<file path="src/jesd_link_config_map.svh">
`ifndef JESD_LINK_CONFIG_MAP_SVH
`define JESD_LINK_CONFIG_MAP_SVH

// ****************************************************************
// Register byte addresses
// ****************************************************************
`define ADDR_LINK_CFG    8'h00
`define ADDR_IDENT       8'h04
`define ADDR_LANE_OVR_EN 8'h08
`define ADDR_LID_LO      8'h0c
`define ADDR_LID_HI      8'h10
`define ADDR_SUM_LO      8'h14
`define ADDR_SUM_HI      8'h18
`define ADDR_PARAM_STAT  8'h20
`define ADDR_LANE_STAT   8'h24
`define ADDR_LANE_BASE   8'h40

// ****************************************************************
// Field positions
// ****************************************************************
`define CFG_CPL_LSB      0
`define CFG_RES_LSB      2
`define CFG_SER_LSB      4
`define CFG_OPO_BIT      6
`define CFG_SCR_BIT      7
`define CFG_VOVR_BIT     8
`define CFG_VER_LSB      9
`define CFG_SUB_LSB      12
`define CFG_KFRC_BIT     15
`define CFG_KVAL_LSB     16
`define IDENT_BID_LSB    0
`define IDENT_DID_LSB    8
`define OVR_LID_LSB      0
`define OVR_SUM_LSB      8

// ****************************************************************
// Codes, reset values and write masks
// ****************************************************************
`define CPL_EIGHT        2'h0
`define CPL_FOUR         2'h1
`define CPL_TWO          2'h2
`define RST_LINK_CFG     32'h0000_0015
`define RST_ZERO         32'h0000_0000
`define MSK_LINK_CFG     32'h001f_ffff
`define MSK_IDENT        32'h0000_ff0f
`define MSK_LANE_OVR_EN  32'h0000_ffff
`define MSK_LID          32'h1f1f_1f1f
`define MSK_SUM          32'hffff_ffff
`define K_DEFAULT        5'h03
`define RESP_OKAY        2'h0
`define RESP_SLVERR      2'h2

`endif

</file>
<file path="src/jesd_link_config_pkg.sv">
package jesd_link_config_pkg;

  typedef logic [7:0][4:0]  lid_arr_t;
  typedef logic [7:0][7:0]  sum_arr_t;
  typedef logic [7:0][15:0] word_arr_t;
  typedef logic [6:0][31:0] ctl_arr_t;

  typedef struct packed {
    ctl_arr_t    ctl;
    logic        aw_held;
    logic        w_held;
    logic [7:0]  awaddr;
    logic [31:0] wdata;
    logic [3:0]  wstrb;
    logic        awready;
    logic        wready;
    logic        bvalid;
    logic [1:0]  bresp;
    logic        arready;
    logic        rvalid;
    logic [31:0] rdata;
    logic [1:0]  rresp;
    logic [7:0]  did;
    logic [3:0]  bid;
    lid_arr_t    lid;
    logic [4:0]  l;
    logic [7:0]  f;
    logic [4:0]  k;
    logic [7:0]  m;
    logic [4:0]  n;
    logic [4:0]  nprime;
    logic [4:0]  s;
    logic        scr;
    logic [4:0]  cf;
    logic [2:0]  jesdv;
    logic [2:0]  subclassv;
    logic        phadj;
    logic [7:0]  res1;
    logic [7:0]  res2;
    sum_arr_t    fchk;
    logic [7:0]  pd;
    logic [2:0]  cnt;
    word_arr_t   word;
    logic        lane_valid;
    logic        frame_start;
  } state_s;

endpackage : jesd_link_config_pkg

</file>
<file path="src/jesd_link_config_transport.sv">
// Operation
// K field is K-1, default 3, forceable
// Lanes 2/4/8, field L-1, default 4
// Lane_ident_override_val 1..8, per-lane override
// M fixed 16, S fixed 1, minus one
// N from resolution select, minus one
// N' derived from mode, minus one
// SCR mirrors scramble enable, default off
// PHADJ and both reserved fields zero
// No control words: CF zero
// Per-lane checksum, per-lane override
// Version A code 000, B 001
// Override off: B subclass 1 forced
// Override on: version/subclass from settings
// Converters mapped to lanes by mode
// Unused lanes powered down
// Packing mode bit: normal or per-octet
// Converters per lane sets lane count
// Samples framed per lane, tail zeros
// F field is F-1, default 6
// Bank_ident_setting from setting, default 0
// Dev_ident_setting from setting, default 0
// Software keeps serialization >= resolution
// Software changes config only when idle
`timescale 1ns/1ps
`include "jesd_link_config_map.svh"

module jesd_link_config_transport (
  input  wire logic                           aclk,
  input  wire logic                           aresetn,
  input  wire logic [7:0]                     awaddr,
  input  wire logic                           awvalid,
  output wire logic                           awready,
  input  wire logic [31:0]                    wdata,
  input  wire logic [3:0]                     wstrb,
  input  wire logic                           wvalid,
  output wire logic                           wready,
  output wire logic [1:0]                     bresp,
  output wire logic                           bvalid,
  input  wire logic                           bready,
  input  wire logic [7:0]                     araddr,
  input  wire logic                           arvalid,
  output wire logic                           arready,
  output wire logic [31:0]                    rdata,
  output wire logic [1:0]                     rresp,
  output wire logic                           rvalid,
  input  wire logic                           rready,
  input  wire logic [15:0][15:0]              conv_sample,
  input  wire logic                           sample_valid,
  output wire logic [7:0]                     ilas_did,
  output wire logic [3:0]                     ilas_bid,
  output wire jesd_link_config_pkg::lid_arr_t ilas_lid,
  output wire logic [4:0]                     ilas_l,
  output wire logic [7:0]                     ilas_f,
  output wire logic [4:0]                     ilas_k,
  output wire logic [7:0]                     ilas_m,
  output wire logic [4:0]                     ilas_n,
  output wire logic [4:0]                     ilas_nprime,
  output wire logic [4:0]                     ilas_s,
  output wire logic                           ilas_scr,
  output wire logic [4:0]                     ilas_cf,
  output wire logic [2:0]                     ilas_jesdv,
  output wire logic [2:0]                     ilas_subclassv,
  output wire logic                           ilas_phadj,
  output wire logic [7:0]                     ilas_res1,
  output wire logic [7:0]                     ilas_res2,
  output wire jesd_link_config_pkg::sum_arr_t ilas_fchk,
  output wire logic [7:0]                     lane_powerdown,
  output wire jesd_link_config_pkg::word_arr_t lane_word,
  output wire logic                           lane_valid,
  output wire logic                           frame_start
);

  // ****************************************************************
  // Register reset values and write masks
  // ****************************************************************
  localparam jesd_link_config_pkg::ctl_arr_t CTL_RST = {
    `RST_ZERO, `RST_ZERO, `RST_ZERO, `RST_ZERO, `RST_ZERO, `RST_ZERO, `RST_LINK_CFG};
  localparam jesd_link_config_pkg::ctl_arr_t CTL_MSK = {
    `MSK_SUM, `MSK_SUM, `MSK_LID, `MSK_LID, `MSK_LANE_OVR_EN, `MSK_IDENT, `MSK_LINK_CFG};

  jesd_link_config_pkg::state_s state_r;
  jesd_link_config_pkg::state_s state_nxt;

  // ****************************************************************
  // Settings decoded from the control words
  // ****************************************************************
  logic [31:0] cfg_w;
  logic [1:0]  cpl_code;
  logic        opo;
  logic [4:0]  res_bits;
  logic [4:0]  ser_bits;
  logic [4:0]  l_val;
  logic [7:0]  f_val;
  logic [4:0]  np_val;
  logic [4:0]  k_val;
  logic [2:0]  cpl_last;
  logic [7:0]  pd_val;
  logic [2:0]  ver_val;
  logic [2:0]  sub_val;
  logic [7:0]  base_sum;
  logic [4:0]  shift;

  assign cfg_w    = state_r.ctl[0];
  assign cpl_code = cfg_w[`CFG_CPL_LSB +: 2];
  assign opo      = cfg_w[`CFG_OPO_BIT];
  assign res_bits = 5'd10 + {2'h0, cfg_w[`CFG_RES_LSB +: 2], 1'b0};
  assign ser_bits = 5'd10 + {2'h0, cfg_w[`CFG_SER_LSB +: 2], 1'b0};
  assign shift    = 5'd16 - res_bits;
  assign k_val    = cfg_w[`CFG_KFRC_BIT] ? cfg_w[`CFG_KVAL_LSB +: 5] : `K_DEFAULT;

  always_comb begin
    case (cpl_code)
      `CPL_EIGHT: begin
        l_val    = 5'd2;
        cpl_last = 3'd7;
        pd_val   = 8'hee;
        np_val   = opo ? 5'd16 : ser_bits;
        f_val    = opo ? 8'd16 : {3'h0, ser_bits};
      end
      `CPL_TWO: begin
        l_val    = 5'd8;
        cpl_last = 3'd1;
        pd_val   = 8'h00;
        np_val   = (opo || ser_bits > 5'd12) ? 5'd16 : 5'd12;
        f_val    = (opo || ser_bits > 5'd12) ? 8'd4 : 8'd3;
      end
      default: begin
        l_val    = 5'd4;
        cpl_last = 3'd3;
        pd_val   = 8'haa;
        np_val   = opo ? 5'd16 : ser_bits;
        f_val    = opo ? 8'd8 : {4'h0, ser_bits[4:1]};
      end
    endcase
  end

  // Override off forces B subclass 1, otherwise settings pass through
  assign ver_val = cfg_w[`CFG_VOVR_BIT] ? cfg_w[`CFG_VER_LSB +: 3] : 3'h1;
  assign sub_val = cfg_w[`CFG_VOVR_BIT] ? cfg_w[`CFG_SUB_LSB +: 3] : 3'h1;

  // Sum of every lane-independent field, as sent
  assign base_sum = state_r.ctl[1][`IDENT_DID_LSB +: 8] + {4'h0, state_r.ctl[1][3:0]}
                  + {3'h0, l_val - 5'd1} + {7'h0, cfg_w[`CFG_SCR_BIT]} + (f_val - 8'd1)
                  + {3'h0, k_val - 5'd1} + 8'd15 + {3'h0, res_bits - 5'd1}
                  + {5'h0, sub_val} + {3'h0, np_val - 5'd1} + {5'h0, ver_val};

  // ****************************************************************
  // Per-lane identity, checksum and sample selection
  // ****************************************************************
  jesd_link_config_pkg::lid_arr_t  lid_c;
  jesd_link_config_pkg::sum_arr_t  sum_c;
  jesd_link_config_pkg::word_arr_t word_c;

  genvar gi;
  generate
    for (gi = 0; gi < 8; gi++) begin : g_lane
      logic [4:0] conv_idx;
      logic [7:0] lid_byte;
      logic [7:0] sum_byte;
      assign lid_byte = state_r.ctl[3 + gi / 4][(gi % 4) * 8 +: 8];
      assign sum_byte = state_r.ctl[5 + gi / 4][(gi % 4) * 8 +: 8];
      assign lid_c[gi] = state_r.ctl[2][`OVR_LID_LSB + gi] ?
                         lid_byte[4:0] : 5'(gi + 1);
      assign sum_c[gi] = state_r.ctl[2][`OVR_SUM_LSB + gi] ?
                         sum_byte : base_sum + {3'h0, lid_c[gi]};
      // Each lane starts at converter 2*lane, stepping through its set
      assign conv_idx  = 5'(2 * gi) + {2'h0, state_r.cnt};
      assign word_c[gi] = pd_val[gi] ? 16'h0000 :
                          16'(conv_sample[conv_idx[3:0]] << shift);
    end
  endgenerate

  // ****************************************************************
  // Register bus and next state
  // ****************************************************************
  always_comb begin
    logic       aw_fire;
    logic       w_fire;
    logic       ar_fire;
    logic [2:0] widx;
    logic [2:0] ridx;
    aw_fire   = awvalid && state_r.awready;
    w_fire    = wvalid && state_r.wready;
    ar_fire   = arvalid && state_r.arready;
    widx      = 3'h0;
    ridx      = araddr[4:2];
    state_nxt = state_r;

    if (state_r.bvalid && bready) begin
      state_nxt.bvalid = 1'b0;
    end
    if (aw_fire) begin
      state_nxt.aw_held = 1'b1;
      state_nxt.awaddr  = awaddr;
    end
    if (w_fire) begin
      state_nxt.w_held = 1'b1;
      state_nxt.wdata  = wdata;
      state_nxt.wstrb  = wstrb;
    end
    if (state_nxt.aw_held && state_nxt.w_held) begin
      widx                = state_nxt.awaddr[4:2];
      state_nxt.aw_held   = 1'b0;
      state_nxt.w_held    = 1'b0;
      state_nxt.bvalid    = 1'b1;
      if (state_nxt.awaddr[7:5] == 3'h0 && state_nxt.awaddr[1:0] == 2'h0 && widx != 3'h7) begin
        for (int b = 0; b < 4; b++) begin
          if (state_nxt.wstrb[b]) begin
            state_nxt.ctl[widx][b * 8 +: 8] = state_nxt.wdata[b * 8 +: 8];
          end
        end
        state_nxt.ctl[widx] = state_nxt.ctl[widx] & CTL_MSK[widx];
        state_nxt.bresp     = `RESP_OKAY;
      end else begin
        state_nxt.bresp = `RESP_SLVERR;
      end
    end
    state_nxt.awready = !state_nxt.aw_held && !state_nxt.bvalid;
    state_nxt.wready  = !state_nxt.w_held && !state_nxt.bvalid;

    if (state_r.rvalid && rready) begin
      state_nxt.rvalid  = 1'b0;
      state_nxt.arready = 1'b1;
    end
    if (ar_fire) begin
      state_nxt.rvalid  = 1'b1;
      state_nxt.arready = 1'b0;
      state_nxt.rresp   = `RESP_OKAY;
      state_nxt.rdata   = 32'h0000_0000;
      if (araddr[1:0] != 2'h0) begin
        state_nxt.rresp = `RESP_SLVERR;
      end else if (araddr[7:5] == 3'h0 && ridx != 3'h7) begin
        state_nxt.rdata = state_r.ctl[ridx];
      end else if (araddr == `ADDR_PARAM_STAT) begin
        state_nxt.rdata = {3'h0, state_r.nprime, 3'h0, state_r.n,
                           3'h0, state_r.k, 3'h0, state_r.l};
      end else if (araddr == `ADDR_LANE_STAT) begin
        state_nxt.rdata = {7'h0, state_r.scr, 1'b0, state_r.subclassv, 1'b0,
                           state_r.jesdv, state_r.pd, state_r.f};
      end else if (araddr[7:5] == 3'h2) begin
        state_nxt.rdata = {16'h0000, state_r.fchk[ridx], 3'h0, state_r.lid[ridx]};
      end else begin
        state_nxt.rresp = `RESP_SLVERR;
      end
    end

    // Link parameters, each sent as the encoded field
    state_nxt.did       = state_r.ctl[1][`IDENT_DID_LSB +: 8];
    state_nxt.bid       = state_r.ctl[1][`IDENT_BID_LSB +: 4];
    state_nxt.lid       = lid_c;
    state_nxt.l         = l_val - 5'd1;
    state_nxt.f         = f_val - 8'd1;
    state_nxt.k         = k_val - 5'd1;
    state_nxt.m         = 8'd15;
    state_nxt.n         = res_bits - 5'd1;
    state_nxt.nprime    = np_val - 5'd1;
    state_nxt.s         = 5'd0;
    state_nxt.scr       = cfg_w[`CFG_SCR_BIT];
    state_nxt.cf        = 5'd0;
    state_nxt.jesdv     = ver_val;
    state_nxt.subclassv = sub_val;
    state_nxt.phadj     = 1'b0;
    state_nxt.res1      = 8'h00;
    state_nxt.res2      = 8'h00;
    state_nxt.fchk      = sum_c;
    state_nxt.pd        = pd_val;

    // One converter per valid cycle on each lane, frame wraps per set
    state_nxt.lane_valid  = sample_valid;
    state_nxt.frame_start = sample_valid && state_r.cnt == 3'd0;
    if (sample_valid) begin
      state_nxt.word = word_c;
      state_nxt.cnt  = (state_r.cnt >= cpl_last) ? 3'd0 : state_r.cnt + 3'd1;
    end
  end

  always_ff @(posedge aclk) begin
    if (!aresetn) begin
      state_r         <= '0;
      state_r.ctl     <= CTL_RST;
      state_r.awready <= 1'b1;
      state_r.wready  <= 1'b1;
      state_r.arready <= 1'b1;
      state_r.l       <= 5'd3;
      state_r.f       <= 8'd5;
      state_r.k       <= 5'd2;
      state_r.m       <= 8'd15;
      state_r.n       <= 5'd11;
      state_r.nprime  <= 5'd11;
      state_r.jesdv   <= 3'h1;
      state_r.subclassv <= 3'h1;
      state_r.pd      <= 8'haa;
      state_r.lid     <= {5'd8, 5'd7, 5'd6, 5'd5, 5'd4, 5'd3, 5'd2, 5'd1};
      state_r.fchk    <= {8'h39, 8'h38, 8'h37, 8'h36, 8'h35, 8'h34, 8'h33, 8'h32};
    end else begin
      state_r <= state_nxt;
    end
  end

  // ****************************************************************
  // Outputs
  // ****************************************************************
  assign awready        = state_r.awready;
  assign wready         = state_r.wready;
  assign bvalid         = state_r.bvalid;
  assign bresp          = state_r.bresp;
  assign arready        = state_r.arready;
  assign rvalid         = state_r.rvalid;
  assign rdata          = state_r.rdata;
  assign rresp          = state_r.rresp;
  assign ilas_did       = state_r.did;
  assign ilas_bid       = state_r.bid;
  assign ilas_lid       = state_r.lid;
  assign ilas_l         = state_r.l;
  assign ilas_f         = state_r.f;
  assign ilas_k         = state_r.k;
  assign ilas_m         = state_r.m;
  assign ilas_n         = state_r.n;
  assign ilas_nprime    = state_r.nprime;
  assign ilas_s         = state_r.s;
  assign ilas_scr       = state_r.scr;
  assign ilas_cf        = state_r.cf;
  assign ilas_jesdv     = state_r.jesdv;
  assign ilas_subclassv = state_r.subclassv;
  assign ilas_phadj     = state_r.phadj;
  assign ilas_res1      = state_r.res1;
  assign ilas_res2      = state_r.res2;
  assign ilas_fchk      = state_r.fchk;
  assign lane_powerdown = state_r.pd;
  assign lane_word      = state_r.word;
  assign lane_valid     = state_r.lane_valid;
  assign frame_start    = state_r.frame_start;
endmodule : jesd_link_config_transport

</file>
<file path="config.mk">
export PLATFORM = sky130hd
export DESIGN_NAME = jesd_link_config_transport
export DESIGN_NICKNAME = d
export VERILOG_FILES = /design/src/jesd_link_config_pkg.sv /design/src/jesd_link_config_transport.sv
export VERILOG_INCLUDE_DIRS = /design/src /design/src/src
export SDC_FILE = /design/constraint.sdc
export NUM_CORES = 2
export LEC_CHECK = 0
export BUFFER_PORTS_ARGS = -buffer_cell sky130_fd_sc_hd__buf_2
export CAP_MARGIN = 20
export CORE_ASPECT_RATIO = 1.25
export CORE_MARGIN = 5
export CORE_UTILIZATION = 60
export CTS_CLUSTER_DIAMETER = 60
export DETAILED_ROUTE_END_ITERATION = 8
export MAX_ROUTING_LAYER = met4
export PLACE_DENSITY_LB_ADDON = 0.08
export SETUP_SLACK_MARGIN = 0.1
export SLEW_MARGIN = 20
export SYNTH_ARGS = -nofsm -noshare
export SYNTH_HDL_FRONTEND = slang
export SYNTH_SLANG_ARGS = --single-unit
export TNS_END_PERCENT = 5
</file>
<file path="constraint.sdc">
create_clock -name aclk -period 10.55 [get_ports aclk]
set_input_delay 1.5825 -clock aclk [delete_from_list [all_inputs] [get_ports aclk]]
set_output_delay 1.5825 -clock aclk [all_outputs]
set_load 0.1 [all_outputs]
</file>
==> results.md <==
- DRT iter0 DRCs: 5332
- Post-detailed-route count of antenna-violating nets: 0
- Die W: 239 um
- LEAKAGE: 17.4 nW
- Detailed Place HPWL: 131000 um
- Crit path max-delay family: adder cells
- Critical-path top delay cell: nor2b_1
- Worst path cell trace: nand2b_1 -> inv_2 -> o21ai_0 -> a21oi_1 -> inv_1 -> a211oi_1 -> a21oi_1 -> fa_1 -> inv_1 -> fa_1 -> fa_1 -> inv_1 -> fa_1 -> inv_1 -> ha_1 -> nor4b_1 -> a2111oi_0 -> nand3b_1 -> buf_4 -> nor2b_1 -> nand2_1 -> xnor2_1 -> a21oi_1
- RD Place Congestion: 1.07
- Fmax: 0.154 GHz
- Design area: 0.0422 mm2
- Layout cells sized above 1: 23.7%
- Fin. Hold Viols: 0
- Reg2reg end: ilas_fchk[39]
- H-tree depth: 2
- Worst r2r src: cfg_w[1]
- Area leader, netlist: dfxtp_1
- Peak supply drop: 0.339 mV
- Worst Path Required: 11.14 ns
- Max Cap Viol: 0
- Die area: 0.0705 mm2
- Setup CP Type: reg2reg
- Power per Cell Area: 236 mW/mm2
- DR DRC count: 0
- CP endpoint kind: flip-flop
- Hold_buf cts: 0
- Port bufs: 636
- Register bit total from synthesis: 588
- Vias per cell: 6.73
- Final period util: 61.7%
- Final number of max-transition violations: 0
- Die Height: 296 um
- Core Footprint: 0.0645 mm2
- Reg2Reg Setup Slack: 4.05 ns
- Critical Path AT: 7.10 ns
- Area growth from synthesis to layout: 7.68%
- Total grt overflow: 0
- Largest net degree at the start of global routing: 110
- Worst hold path type: reg2reg
- Initial Util: 60.7%
- DR vias: 37900
- Largest cells by area after synthesis: dfxtp_1 30%, mux4_2 11%, buf_4 7.2%
- Number of global-route vias before repair: 35200
- Hold path cells: 1
- Total track usage: 48.0%
- Cell area after synthesis: 0.0392 mm2
- Number of buffers created by CTS: 60
- Startpoint Class: flip-flop
- R2R depth: 23
- FP Rows: 104
- IO Pins: 681
- Final #Nets: 5135
- Worst Path Buf+Inv: 6
- Area after DPL: 0.0399 mm2
- Antenna violations before repair: 32
- Drt wl/cell: 30.8 um
- Clk pin slew, worst setup/hold paths: 0.07 ns
- CTS Sinks: 588
- Clock Latency Late Sink: 0.68 ns
- Yosys warns: 0
- Top cell type's share of synthesized area: 30.0%
- DRT Wirelength: 174000 um
- Share of the yosys chip area belonging to registers: 30.0%
- RSZ-0062 raised after global routing: false
- Top FF cell, synth: dfxtp_1
- HP Start: state_r[413]
- CP max FO: 17
- Post-synth cell types: 99
- Root Driver: clkbuf_16
- Post-Synthesis Cells: 4613
- First-pass GRT wire length: 244000 um
- Setup TNS: 0 ns
- Relative slew slack: 12.3%
- Hold path endpoint: state_r[412]
- Ys async rst share: 0%
- Fin crit period: 6.50 ns
- CP peak stage delay: 0.83 ns
- Slew @ Worst Pin: 1.28 ns
- Avg Inst Size Synth: 8.49 um2
- CTS tree: built
- Final setup fails: 0
- Status: completed
- Final Skew: 0.0476 ns
- Clk buf depth: 3
- Number of setup buffers added after CTS: 0
- Number of gates resized after cts: 0
- Post-synth EDFFs: 0
- First drt pass iteration count: 7
how the worst max path moves through the flow:
stage                     cells past startpoint  startpoint  slack [ns]            end
after floorplan                              26    cfg_w[4]        4.49  ilas_fchk[54]
after global placement                       23    cfg_w[1]        4.27  ilas_fchk[23]
after detailed placement                     20    cfg_w[1]        4.15  ilas_fchk[30]
after CTS                                    20    cfg_w[1]        4.14  ilas_fchk[30]
after global routing                         23    cfg_w[1]        3.67  ilas_fchk[39]
final                                        23    cfg_w[1]        4.05  ilas_fchk[39]
state kept, by name (all words and copies together) (netlist names), 2 cells and up:
signal / cells
cfg_w: 32
state_r: 101
ilas_lid: 40
g_lane.lid_byte: 64
g_lane.sum_byte: 64
ilas_nprime: 4
ilas_bid: 4
ilas_n: 2
ilas_subclassv: 3
ilas_f: 6
ilas_fchk: 64
state_nxt: 12
lane_word: 128
ilas_did: 8
ilas_jesdv: 3
rdata: 32
ilas_l: 4
ilas_k: 5
lane_powerdown: 2
through the flow:
step | setup slack [ns] | hold slack (ns) | cells | power (mW) | utilization (%)
6_report | 4.05 | 0.441 | 5638 | 9.94 | 65.4
5_1_grt | 3.67 | 0.466 | 5635 | 10.3 | 65.3
4_1_cts | 4.14 | 0.437 | 5610 | 9.83 | 65.3
3_5_place_dp | 4.15 | 0.428 | 5498 | 7.48 | 61.8
3_3_place_gp | 4.27 | 0.424 | 5498 | 7.42 | 61.8
2_1_floorplan | 4.49 | 0.414 | 4663 | 6.38 | -
kinds of logic (layout without fill, tap and decap cells):
kind of cell	Yosys count	count (layout)	synth area share (%)
AO/OA/AOI/OAI	1173	1173	18.4
XOR/XNOR	53	53	1.20
adder cells (fa/ha/maj)	107	107	4.05
buffers and inverters	817	916	11.9
flip-flops	588	588	30.0
multiplexers	469	469	18.3
other	2	80	0.0192
AND/OR/NAND/NOR	1404	1404	16.1
Yosys cell counts (all sizes together), types with 74 or more instances:
master	count
ha	74
o22ai	117
a21oi	358
mux4	192
nand3	129
clkbuf	220
inv	98
nand2	615
dfxtp	588
o21ai	358
mux2i	217
nor2	358
buf	498
power breakdown:
group / leakage, nW / internal, mW / switching (mW)
Sequential: 4.78 / 2.40 / 0.180
Clock: 1.06 / 1.37 / 1.02
Combinational: 11.5 / 1.60 / 3.38
Total: 17.4 / 5.37 / 4.57
area by class of cell:
cell class	count	area (um2)
antenna	28	70.1
clock buffer	73	1630
clock inverter	39	586
fill	5801	22400
inverter	99	379
multi-input combinational	3258	23000
sequential	588	11800
tap	848	1060
timing repair buffer	705	3720
cell usage in the layout, fill, tap and decap left out, drive strengths merged, types with 24 or more instances in the layout:
| master | netlist | layout |
|---|---|---|
| a21oi | 358 | 358 |
| a22oi | 30 | 30 |
| a31oi | 38 | 38 |
| and2 | 54 | 54 |
| and3 | 71 | 71 |
| buf | 498 | 705 |
| clkbuf | 220 | 73 |
| conb | 2 | 52 |
| dfxtp | 588 | 588 |
| diode | 0 | 28 |
| fa | 33 | 33 |
| ha | 74 | 74 |
| inv | 98 | 104 |
| mux2 | 60 | 60 |
| mux2i | 217 | 217 |
| mux4 | 192 | 192 |
| nand2 | 615 | 615 |
| nand3 | 129 | 129 |
| nor2 | 358 | 358 |
| nor2b | 31 | 31 |
| nor3 | 38 | 38 |
| nor3b | 24 | 24 |
| o211ai | 26 | 26 |
| o21ai | 358 | 358 |
| o221ai | 32 | 32 |
| o22ai | 117 | 117 |
| xnor2 | 28 | 28 |
| xor2 | 25 | 25 |
per-layer routing:
layer / track usage [%] / part of all wire (%) / vias up
li1: - / - / 16400
met1: 49.7 / 31 / 17900
met2: 74.9 / 45 / 2864
met3: 10.3 / 10 / 843
met4: 46.9 / 13 / 0
met5: - / 0 / -
Power figures use the tool's default switching activity.
